`src/verilog/timer_cmp_cfg.svh`:
```
// Offsets, field positions, codes and reset values of the compare/PWM stage.
`ifndef TIMER_CMP_CFG_SVH
`define TIMER_CMP_CFG_SVH

// ----------------------------------------------------------------------------
// Register offsets
// ----------------------------------------------------------------------------
`define OFS_CTRL       8'h00
`define OFS_RELOAD     8'h04
`define OFS_MODE       8'h08
`define OFS_CHCFG      8'h0C
`define OFS_ENABLE     8'h10
`define OFS_FLAG       8'h14
`define OFS_COUNT      8'h18
`define OFS_CV0        8'h20
`define OFS_CV4        8'h30

// ----------------------------------------------------------------------------
// Field positions
// ----------------------------------------------------------------------------
`define CTRL_CEN       0
`define CTRL_DIR       1
`define CTRL_CAM_LO    2
`define CTRL_SPM       4
`define CF_WIDTH       6
`define CF_SHADOW      0
`define CF_CLR         1
`define CF_MPOL        2
`define CF_CPOL        3
`define CF_MEN         4
`define CF_CEN         5
`define EN_IRQ_LO      0
`define EN_DMA_LO      5
`define EN_3PH_LO      10
`define FLAG_PREP4     8

// ----------------------------------------------------------------------------
// Compare mode codes
// ----------------------------------------------------------------------------
`define MODE_HOLD      4'h0
`define MODE_SET       4'h1
`define MODE_TOGGLE    4'h2
`define MODE_CLEAR     4'h3
`define MODE_FORCE_LO  4'h4
`define MODE_FORCE_HI  4'h5
`define MODE_PWM0      4'h6
`define MODE_PWM1      4'h7
`define MODE_COMB0     4'hC
`define MODE_COMB1     4'hD
`define MODE_ASYM0     4'hE
`define MODE_ASYM1     4'hF

// ----------------------------------------------------------------------------
// Reset values
// ----------------------------------------------------------------------------
`define RST_RELOAD     16'hFFFF
`define RST_CV         16'h0000

`endif

```
`src/verilog/timer_cmp_pkg.sv`:
```
// Types shared by the compare/PWM stage modules.
package timer_cmp_pkg;

   typedef logic [15:0] cnt_t;

   typedef enum logic {DIR_UP, DIR_DOWN} cnt_dir_e;

   typedef struct packed {
      logic [7:0]  addr;
      logic [31:0] wdata;
      logic        we;
      logic        re;
   } reg_req_s;

   typedef struct packed {
      logic prep;
      logic clrHold;
   } ch_state_s;

   typedef struct packed {
      cnt_t            cnt;
      cnt_dir_e        dir;
      logic            pulseRun;
      logic [1:0]      trigSync;
      logic            trigPrev;
      logic [1:0]      etrSync;
      logic            count_enable_bit;
      logic            dirCfg;
      logic [1:0]      center_align_mode_field;
      logic            spm;
      cnt_t            reload;
      logic [4:0][3:0] mode;
      logic [29:0]     chcfg;
      logic [4:0]      irqEn;
      logic [4:0]      dmaEn;
      logic [2:0]      sel3;
      logic [4:0]      flag;
      cnt_t [4:0]      cvSh;
      cnt_t [4:0]      cvAct;
      logic [31:0]     rdata;
      logic [3:0]      mainOut;
      logic [2:0]      compOut;
      logic [4:0]      irq;
      logic [4:0]      dma;
      logic            upd;
   } top_state_s;

endpackage : timer_cmp_pkg

```
`src/verilog/oc_channel_stage.sv`:
```
// One compare channel: match detection and the prepare signal it builds.
`include "timer_cmp_cfg.svh"

module oc_channel_stage
   import timer_cmp_pkg::*;
(
   // Clock and reset
   input  wire logic       clk,
   input  wire logic       sys_rst,
   // Configuration
   input  wire logic [3:0] mode,
   input  wire logic       clrEn,
   input  wire logic       spm,
   // Counter view
   input  wire cnt_t       cnt,
   input  wire cnt_t       cv,
   input  wire logic       dirDown,
   input  wire logic       run,
   input  wire logic       upd,
   input  wire logic       pulseRun,
   input  wire logic       etr,
   // Results
   output      logic       prep,
   output      logic       match
);

   ch_state_s s_r;
   ch_state_s s_nxt;
   logic      pwmLvl;

   assign match = run && (cnt == cv);
   assign prep  = s_r.prep;

   // ----------------------------------------------------------------------------
   // Prepare signal
   // ----------------------------------------------------------------------------
   always_comb
   begin
      s_nxt  = s_r;
      pwmLvl = dirDown ? (cnt > cv) : (cnt >= cv);
      if (upd)
         s_nxt.clrHold = 1'b0;
      if (clrEn && etr)
         s_nxt.clrHold = 1'b1;
      case (mode)
         `MODE_HOLD:     s_nxt.prep = s_r.prep;
         `MODE_SET:      if (match) s_nxt.prep = 1'b1;
         `MODE_TOGGLE:   if (match) s_nxt.prep = ~s_r.prep;
         `MODE_CLEAR:    if (match) s_nxt.prep = 1'b0;
         `MODE_FORCE_LO: s_nxt.prep = 1'b0;
         `MODE_FORCE_HI: s_nxt.prep = 1'b1;
         default:
         begin
            // In pulse mode the combined modes take their level from the pulse, not from a compare.
            if (spm && (mode == `MODE_COMB0 || mode == `MODE_COMB1))
               s_nxt.prep = pulseRun ^ mode[0];
            else
               s_nxt.prep = pwmLvl ^ mode[0];
         end
      endcase
      if (s_nxt.clrHold)
         s_nxt.prep = 1'b0;
   end

   always_ff @(posedge clk)
   begin
      if (sys_rst)
         s_r <= '0;
      else
         s_r <= s_nxt;
   end
endmodule : oc_channel_stage

```
`src/verilog/timer_compare_pwm_output_stage.sv`:
```
// Output compare and PWM stage: counter, registers, five channels, output pins.
//
// Our own choices: strobed register access and the register offsets.
`include "timer_cmp_cfg.svh"

module timer_compare_pwm_output_stage
   import timer_cmp_pkg::*;
#(
   parameter int NUM_CH = 5
)
(
   // Clock and reset
   input  wire logic        clk,
   input  wire logic        sys_rst,
   // Register port
   input  wire reg_req_s    regReq,
   output      logic [31:0] rdata,
   // Trigger pins
   input  wire logic        trigIn,
   input  wire logic        etrIn,
   // Channel pins
   output      logic [3:0]  mainOut,
   output      logic [2:0]  compOut,
   // Requests
   output      logic [4:0]  chIrq,
   output      logic [4:0]  chDmaReq
);

   top_state_s  r;
   top_state_s  n;
   logic        run;
   logic        trigEdge;
   logic        updEv;
   logic        etr;
   logic [4:0]  prepV;
   logic [4:0]  matchV;
   logic [4:0]  comb;
   cnt_t [4:0]  cvEff;
   logic [2:0]  cvIdx;

   assign run      = r.count_enable_bit && (!r.spm || r.pulseRun);
   assign trigEdge = r.trigSync[1] && !r.trigPrev;
   assign etr      = r.etrSync[1];
   assign cvIdx    = 3'((regReq.addr - `OFS_CV0) >> 2);

   // ----------------------------------------------------------------------------
   // Channels
   // ----------------------------------------------------------------------------
   genvar gi;
   generate
      for (gi = 0; gi < NUM_CH; gi++)
      begin : g_ch
         localparam int PARTNER = (gi < 4) ? (gi ^ 1) : gi;
         // Asymmetric modes on channels 0 to 3 follow the partner's compare while counting down.
         assign cvEff[gi] = (r.mode[gi][3:1] == 3'b111 && r.dir == DIR_DOWN)
                            ? r.cvAct[PARTNER] : r.cvAct[gi];
         oc_channel_stage u_ch (
            .clk      (clk),
            .sys_rst  (sys_rst),
            .mode     (r.mode[gi]),
            .clrEn    (r.chcfg[`CF_WIDTH*gi + `CF_CLR]),
            .spm      (r.spm),
            .cnt      (r.cnt),
            .cv       (cvEff[gi]),
            .dirDown  (r.dir == DIR_DOWN),
            .run      (run),
            .upd      (r.upd),
            .pulseRun (r.pulseRun),
            .etr      (etr),
            .prep     (prepV[gi]),
            .match    (matchV[gi])
         );
      end
   endgenerate

   // ----------------------------------------------------------------------------
   // Next state
   // ----------------------------------------------------------------------------
   always_comb
   begin
      n          = r;
      updEv      = 1'b0;
      n.trigSync = {r.trigSync[0], trigIn};
      n.trigPrev = r.trigSync[1];
      n.etrSync  = {r.etrSync[0], etrIn};

      // Counter; a trigger in pulse mode restarts it, which also extends a pulse.
      if (r.spm && trigEdge)
      begin
         n.pulseRun = 1'b1;
         n.cnt      = r.dirCfg ? r.reload : 16'h0000;
         n.dir      = r.dirCfg ? DIR_DOWN : DIR_UP;
      end
      else if (run)
      begin
         if (r.center_align_mode_field == 2'b00)
         begin
            n.dir = r.dirCfg ? DIR_DOWN : DIR_UP;
            if (!r.dirCfg)
            begin
               updEv = (r.cnt >= r.reload);
               n.cnt = updEv ? 16'h0000 : r.cnt + 16'h0001;
            end
            else
            begin
               updEv = (r.cnt == 16'h0000);
               n.cnt = updEv ? r.reload : r.cnt - 16'h0001;
            end
         end
         else if (r.dir == DIR_UP)
         begin
            // Center alignment walks up then down, for a period of twice the reload value.
            updEv = (r.cnt >= r.reload);
            n.dir = updEv ? DIR_DOWN : DIR_UP;
            n.cnt = updEv ? r.cnt - 16'h0001 : r.cnt + 16'h0001;
         end
         else
         begin
            updEv = (r.cnt == 16'h0000);
            n.dir = updEv ? DIR_UP : DIR_DOWN;
            n.cnt = updEv ? 16'h0001 : r.cnt - 16'h0001;
         end
         if (updEv && r.spm)
            n.pulseRun = 1'b0;
      end
      n.upd = updEv;

      // Register writes.
      if (regReq.we)
      begin
         if (regReq.addr == `OFS_CTRL)
         begin
            n.count_enable_bit    = regReq.wdata[`CTRL_CEN];
            n.dirCfg = regReq.wdata[`CTRL_DIR];
            n.center_align_mode_field    = regReq.wdata[`CTRL_CAM_LO +: 2];
            n.spm    = regReq.wdata[`CTRL_SPM];
         end
         else if (regReq.addr == `OFS_RELOAD)
            n.reload = regReq.wdata[15:0];
         else if (regReq.addr == `OFS_MODE)
            n.mode = regReq.wdata[19:0];
         else if (regReq.addr == `OFS_CHCFG)
            n.chcfg = regReq.wdata[29:0];
         else if (regReq.addr == `OFS_ENABLE)
         begin
            n.irqEn = regReq.wdata[`EN_IRQ_LO +: 5];
            n.dmaEn = regReq.wdata[`EN_DMA_LO +: 5];
            n.sel3  = regReq.wdata[`EN_3PH_LO +: 3];
         end
         else if (regReq.addr == `OFS_FLAG)
            n.flag = r.flag & ~regReq.wdata[4:0];
         else if (regReq.addr >= `OFS_CV0 && regReq.addr <= `OFS_CV4
                  && regReq.addr[1:0] == 2'b00)
            n.cvSh[cvIdx] = regReq.wdata[15:0];
      end

      // With shadowing the active compare only moves at a wrap or a center-aligned turn, so a shadowed write never splits an edge-aligned period.
      for (int i = 0; i < NUM_CH; i++)
      begin
         // Without shadowing a new compare value applies at once.
         if (!r.chcfg[`CF_WIDTH*i + `CF_SHADOW] || updEv)
            n.cvAct[i] = n.cvSh[i];
      end

      // Match flags win over a clear in the same cycle.
      n.flag = n.flag | matchV;
      n.irq  = n.flag & r.irqEn;
      n.dma  = matchV & r.dmaEn;

      // Combined prepare signals.
      for (int i = 0; i < NUM_CH; i++)
      begin
         if (i < 4 && !r.spm && r.mode[i] == `MODE_COMB0)
            comb[i] = prepV[i] | prepV[i ^ 1];
         else if (i < 4 && !r.spm && r.mode[i] == `MODE_COMB1)
            comb[i] = prepV[i] & prepV[i ^ 1];
         else
            comb[i] = prepV[i];
         if (i < 3 && r.sel3[i])
            comb[i] = comb[i] & prepV[4];
      end

      // Pins; channel 4 stays internal and has no pin at all.
      for (int i = 0; i < 4; i++)
      begin
         n.mainOut[i] = r.chcfg[`CF_WIDTH*i + `CF_MEN]
                        & (comb[i] ^ r.chcfg[`CF_WIDTH*i + `CF_MPOL]);
      end
      for (int i = 0; i < 3; i++)
      begin
         n.compOut[i] = r.chcfg[`CF_WIDTH*i + `CF_CEN]
                        & (~comb[i] ^ r.chcfg[`CF_WIDTH*i + `CF_CPOL]);
      end

      // Read data, valid in the cycle after the strobe only.
      n.rdata = 32'h0000_0000;
      if (regReq.re)
      begin
         if (regReq.addr == `OFS_CTRL)
            n.rdata = {27'h0, r.spm, r.center_align_mode_field, r.dirCfg, r.count_enable_bit};
         else if (regReq.addr == `OFS_RELOAD)
            n.rdata = {16'h0000, r.reload};
         else if (regReq.addr == `OFS_MODE)
            n.rdata = {12'h000, r.mode};
         else if (regReq.addr == `OFS_CHCFG)
            n.rdata = {2'b00, r.chcfg};
         else if (regReq.addr == `OFS_ENABLE)
            n.rdata = {19'h0, r.sel3, r.dmaEn, r.irqEn};
         else if (regReq.addr == `OFS_FLAG)
            n.rdata = {23'h0, prepV[4], 3'b000, r.flag};
         else if (regReq.addr == `OFS_COUNT)
            n.rdata = {14'h0, r.pulseRun, r.dir == DIR_DOWN, r.cnt};
         else if (regReq.addr >= `OFS_CV0 && regReq.addr <= `OFS_CV4
                  && regReq.addr[1:0] == 2'b00)
            n.rdata = {16'h0000, r.cvSh[cvIdx]};
      end
   end

   // ----------------------------------------------------------------------------
   // State register
   // ----------------------------------------------------------------------------
   always_ff @(posedge clk)
   begin
      if (sys_rst)
      begin
         r        <= '0;
         r.reload <= `RST_RELOAD;
         r.cvSh   <= {NUM_CH{`RST_CV}};
         r.cvAct  <= {NUM_CH{`RST_CV}};
      end
      else
         r <= n;
   end

   assign rdata    = r.rdata;
   assign mainOut  = r.mainOut;
   assign compOut  = r.compOut;
   assign chIrq    = r.irq;
   assign chDmaReq = r.dma;
endmodule : timer_compare_pwm_output_stage
```
`config.mk`:
```
export PLATFORM = sky130hd
export DESIGN_NAME = timer_compare_pwm_output_stage
export DESIGN_NICKNAME = d
export VERILOG_FILES = /design/src/verilog/timer_cmp_pkg.sv /design/src/verilog/oc_channel_stage.sv /design/src/verilog/timer_compare_pwm_output_stage.sv
export VERILOG_INCLUDE_DIRS = /design/src /design/src/verilog
export SDC_FILE = /design/constraint.sdc
export NUM_CORES = 1
export LEC_CHECK = 0
export BUFFER_PORTS_ARGS = -buffer_cell sky130_fd_sc_hd__clkbuf_2
export CORE_UTILIZATION = 40
export DETAILED_ROUTE_END_ITERATION = 8
export PLACE_DENSITY = 0.53
export SYNTH_ARGS = -nofsm -noshare
export SYNTH_HDL_FRONTEND = slang
export SYNTH_SLANG_ARGS = --single-unit
```
`constraint.sdc`:
```
create_clock -name clk -period 9 [get_ports clk]
set_clock_uncertainty 0.2 [all_clocks]
set_input_delay 2.25 -clock clk [delete_from_list [all_inputs] [get_ports clk]]
set_output_delay 2.25 -clock clk [all_outputs]
set_load 0.005 [all_outputs]
```
# After elaboration in Yosys (flattened, before gate mapping)
# Cells that the tools add are included.
# word_totals
ramBits	0
mem_count	0
input_bits	46
wordCells	370
out_inout_bits	49
mem_bits_ro	0
latchBits	0
ff_bits	332
# classes
eq_ne	65
addsub	3
n_bitwise	54
mux	98
shift	0
div_mod_pow	0
mul	0
n_reduce_logical	84
order_cmp	15
# op_table
op	n
85-bit two-way mux	6
16-bit two-way mux	14
80-bit two-way mux	2
16-bit greater-or-equal comparator	6
18-bit two-way mux	5
80-bit bitwise mux	1
16-bit equality test	5
16-bit > comparator	5
1-bit two-way mux	57
16-bit binary-select mux with 3-bit select	1
16-bit demux with 3-bit select	1
4-bit by 2-bit equality test with 1-bit output, second input constant	10
4-bit by 3-bit equality test with 1-bit output, second input constant	10
4-bit equality test, second input constant	10
1-bit logical AND	34
17-bit two-way mux	2
30-bit two-way mux	1
2-bit by 1-bit != test with 1-bit output, second input constant	15
1-bit case mux with 6 select lines	5
8-bit by 5-bit equality test with 1-bit output, second input constant	3
4-bit AND reduction	6
4-bit by 1-bit equality test with 1-bit output, second input constant	5
4-bit logical NOT	5
20-bit two-way mux	1
33 further kinds	109

# Longest topological paths before layout
# depth
depth_word	16
mapped_depth	13
depth_no_buf	11

# By module
# From an unflattened synthesis, not the netlist that was laid out.
# unflattened
hier_cells	2312
area_unflattened_um2	19517.5
# by_module_without_submodules
module	n_inst	cells_per_inst	seq_area_each_um2	area_per_inst_um2
timer_compare_pwm_output_stage	1	1887	6406.1	16308.1
oc_channel_stage	5	85	40.0	641.9

# Worst setup path after synthesis
# OpenSTA, ideal clock, no wires.
# synth_path
kind	in2reg
from	in regReq[35] (netlist bit)
to	reg r (netlist bit rdata[28])
setup_slack_ns	4.659
arrival_time_ns	4.026
required_time_ns	8.685
path_buffers	2
setup_ns	0.115
stages	7
path_cell_list	or4_1 -> or3_1 -> clkbuf_1 -> nor2_2 -> nor2_1 -> clkbuf_1 -> and3_1
# synth_via
elab_chain_cells	2
elab_cells_between_ends	6
classes_between	eq/ne: 3; mux: 1; reduce/logical: 2
# synth_lines
item	line_no	rtl
start: declaration	timer_compare_pwm_output_stage.sv:16	input wire reg_req_s regReq,
8-bit by 3-bit equality test with 1-bit output (no source line) (tied with other cells)	-	
5-bit OR reduction (no source line) / 30-bit two-way mux (equally long branches)	-	
end signal: assignment	timer_compare_pwm_output_stage.sv:232	r <= n;
end: declaration	timer_compare_pwm_output_stage.sv:29	top_state_s r;
# Several ways; a longest one is shown, not always the timed one.
# A chain may end at the register's enable or synchronous reset.

# Worst setup path after layout
# layout_path
from	in regReq[35] (netlist bit)
to	reg r[259] (netlist bit)
# layout_via
elab_chain_cells	3
elab_cells_between_ends	6
classes_between	eq/ne: 2; bitwise: 2; reduce/logical: 2
# layout_lines
item
8-bit by 3-bit equality test with 1-bit output (no source line) / 8-bit logical NOT (equally long branches)
1-bit inverter (no source line)
4-bit AND reduction (no source line) *
# Every way passes the cells marked *; elsewhere a longest branch is shown, timed or not.

==> results.yml <==
routing:
  route.detailed.drc: 0
  vias: 16200
  wl_per_cell_um: 23.8
  ant_nets: 0
  drt_iter0_markers: 1600
  dr.pass1.iters: 6
  routed_wl_um: 66400
  post_drt_via_cell_ratio: 5.84
synthesis:
  ys.flop_type: "dfxtp_1"
  ys_async_sr_fraction_pct: 0
  yosysTopAreaCell: "dfxtp_1"
  postSynthCellCount: 2190
  synth_edf_count: 0
  synth_cell_types: 73
  synth_top_cell_area_share_pct: 35.6
  synth_seq_area_share_pct: 35.6
  synth_area_um2: 18600
  yosys_warnings: 0
  ys_ff_latch: 330
  avgSynthCellArea_um2: 8.47
  synth.area.top_cells: "dfxtp_1, ha_1, nand2_1"
hold_path:
  worstHoldPathType: "reg2reg"
  hold_depth: 1
timing:
  period_share_pct: 57.7
  fmax_mhz: 193
  hold_viol: 0
  max-slew-margin-rel_pct: 19.2
  setup-tns-final_ps: 0
  tightest_slew_ps: 1210
  setup_viol: 0
  rsz0062_at_grt: "no"
  slew_viol_final: 0
  min_period_ps: 5190
cts:
  insertion_delay_ps: 570
  cts-root-buf: "clkbuf_16"
  clk_pin_slew_ps: 60
  post_cts_resized: 0
  cts_inserted_buffers: 40
  ctsHoldBuffers: 0
  clockBufferDepth: 3
  post-cts-setup-buffer-count: 0
  htree_levels: 2
  cts.sinks: 330
  cts_tree: "built"
die:
  rows: 78
  dieArea_um2: 47300
  die_y_um: 217
  ios: 95
  core_um2: 45600
  die_w_um: 217
  initial_core_util_pct: 40.7
worst_setup_path:
  rr_worst_depth: 11
  slowest_delay_ps: 940
  slowest_stage: "nand3_1"
  critPathCaptureType: "flop"
  path_max_fanout: 20
  arrival_ps: 5400
  worstPathCellList: "clkbuf_2 -> or4_1 -> or3_1 -> nor2_1 -> nand3_1 -> nand2_1 -> a21oi_1"
  start_kind: "input pin"
  crit_required_ps: 9210
  criticalPathCategory: "in2reg"
pwr:
  seq_power_share_pct: 46.5
  clkPwrFrac_pct: 49.7
  comb_power_share_pct: 3.8
  sw_frac_of_total_pct: 24.3
  power_density_nw_per_um2: 156
  irDropWorstVdd_v: 0.000134
  power.switching_mw: 0.767
  p_leak_nw: 8.69
  intPower_mw: 2.39
grt:
  overflow: 0
  grt_usage_pct: 27.9
  grt_max_degree: 113
  grt_pass1_wl_um: 98200
  grt_pass1_vias: 15300
  antenna_found_initial: 0
outcome:
  status: "finished clean"
cells_and_area:
  synthToLayoutAreaGrowth_pct: 9.26
  diodes: 0
  nets: 2302
  final_cells: 2783
  drive_gt1_share_pct: 14.3
placed_design:
  io_buffers: 90
  dpl.cell_count: 2715
  place_congestion: 0.904
  dpl.hpwl_um: 45900
run:
  maxCapViolCount: 0
==> critical path, delay by kind of cell <==
| kind | cells | cell delay (ps) |
|---|---|---|
| compound gates | 1 | 90 |
| buf+inv | 1 | 80 |
| simple gates | 5 | 2960 |
==> area by class of cell <==
| cell class | count | area, µm² |
|---|---|---|
| clock inverters | 16 | 125 |
| multi-input cells | 1602 | 10700 |
| clock buffers | 52 | 1110 |
| flip-flops and latches | 330 | 6610 |
| repair buffers | 131 | 767 |
| inverters | 52 | 195 |
| fillers | 4489 | 25300 |
| well taps | 600 | 751 |
==> layer usage <==
metal	global-route usage [%]	wire (µm)
met1	38.1	29900
met2	43.7	29500
met3	4.35	4470
met4	10.8	2450
met5	0.521	0
==> through the flow <==
stage | instance area, µm² | util [%] | setup WS [ps] | power (mW) | hold WS, ps
after floorplan | 18600 | - | 4660 | 1.56 | 214
after global placement | 19000 | 41.8 | 3290 | 1.61 | 224
after detailed placement | 19000 | 41.8 | 3240 | 1.61 | 229
after CTS | 20300 | 44.5 | 3880 | 3.18 | 244
after global routing | 20300 | 44.5 | 3750 | 3.24 | 259
final | 20300 | 44.5 | 3810 | 3.15 | 239
==> power by group through the flow <==
| stage | logic [mW] | registers [mW] | clock network [mW] |
|---|---|---|---|
| floorplan | 0.0673 | 1.50 | 0 |
| global placement | 0.116 | 1.50 | 0 |
| detailed placement | 0.117 | 1.50 | 0 |
| CTS | 0.117 | 1.47 | 1.59 |
| global route | 0.125 | 1.47 | 1.65 |
| finish | 0.120 | 1.47 | 1.57 |
==> flip-flops by register name, summed over array words and instances (netlist names) <==
name and count:
n 3, g_ch.u_ch.prep 5, compOut 3, chDmaReq 5
etr 1, g_ch.u_ch.s_r 5, chIrq 5, cvEff 16
r 253, mainOut 4, rdata 30
==> layout by cell type (no fill, tap or decap), types with 14 or more instances in the layout <==
cell type,n
a211oi_1,23
mux2i_1,114
o211ai_1,23
a22oi_1,22
a221oi_1,18
a21o_1,33
buf_4,41
nand3_1,50
nor3_1,29
nand2_1,305
mux2_2,42
o31ai_1,16
nand2b_1,15
nand4_1,35
dfxtp_1,330
and3_1,24
xnor2_1,21
nor2b_1,99
ha_1,99
xor2_1,14
mux2_4,50
a21oi_1,188
nor2_1,157
a31oi_1,14
clkbuf_2,89
o21ai_0,73
clkbuf_16,41
inv_1,52
==> path summary, 6_finish.rpt <==
check                                 from  endpoint  slack [ps]
worst min-delay path                n[303]    n[301]         240
worst max-delay path            regReq[35]    r[259]        3810
worst min register to register      n[303]    n[301]         240
worst max register to register      r[306]    r[105]        4580
==> cell usage after synthesis, types with 35 or more instances <==
cell      instances
nand2_1         305
buf_4            50
nand3_1          50
nor2b_1          99
o21ai_0          73
ha_1             99
nand4_1          35
mux2i_1         114
mux2_4           50
mux2_2           42
inv_1            52
a21oi_1         188
dfxtp_1         330
nor2_1          159
clkbuf_1        122
==> kinds of logic after synthesis <==
| family | Yosys count | share of synthesized area (%) |
|---|---|---|
| AND/OR/NAND/NOR | 774 | 19.7 |
| AO/OA/AOI/OAI | 482 | 16.5 |
| flip-flops | 330 | 35.6 |
| buffers and inverters | 259 | 6.66 |
| multiplexers | 210 | 13.2 |
| adder cells (fa/ha/maj) | 99 | 6.68 |
| XOR/XNOR | 35 | 1.65 |
| other | 1 | 0.0202 |
No activity file was read; power rests on OpenSTA's default activity.
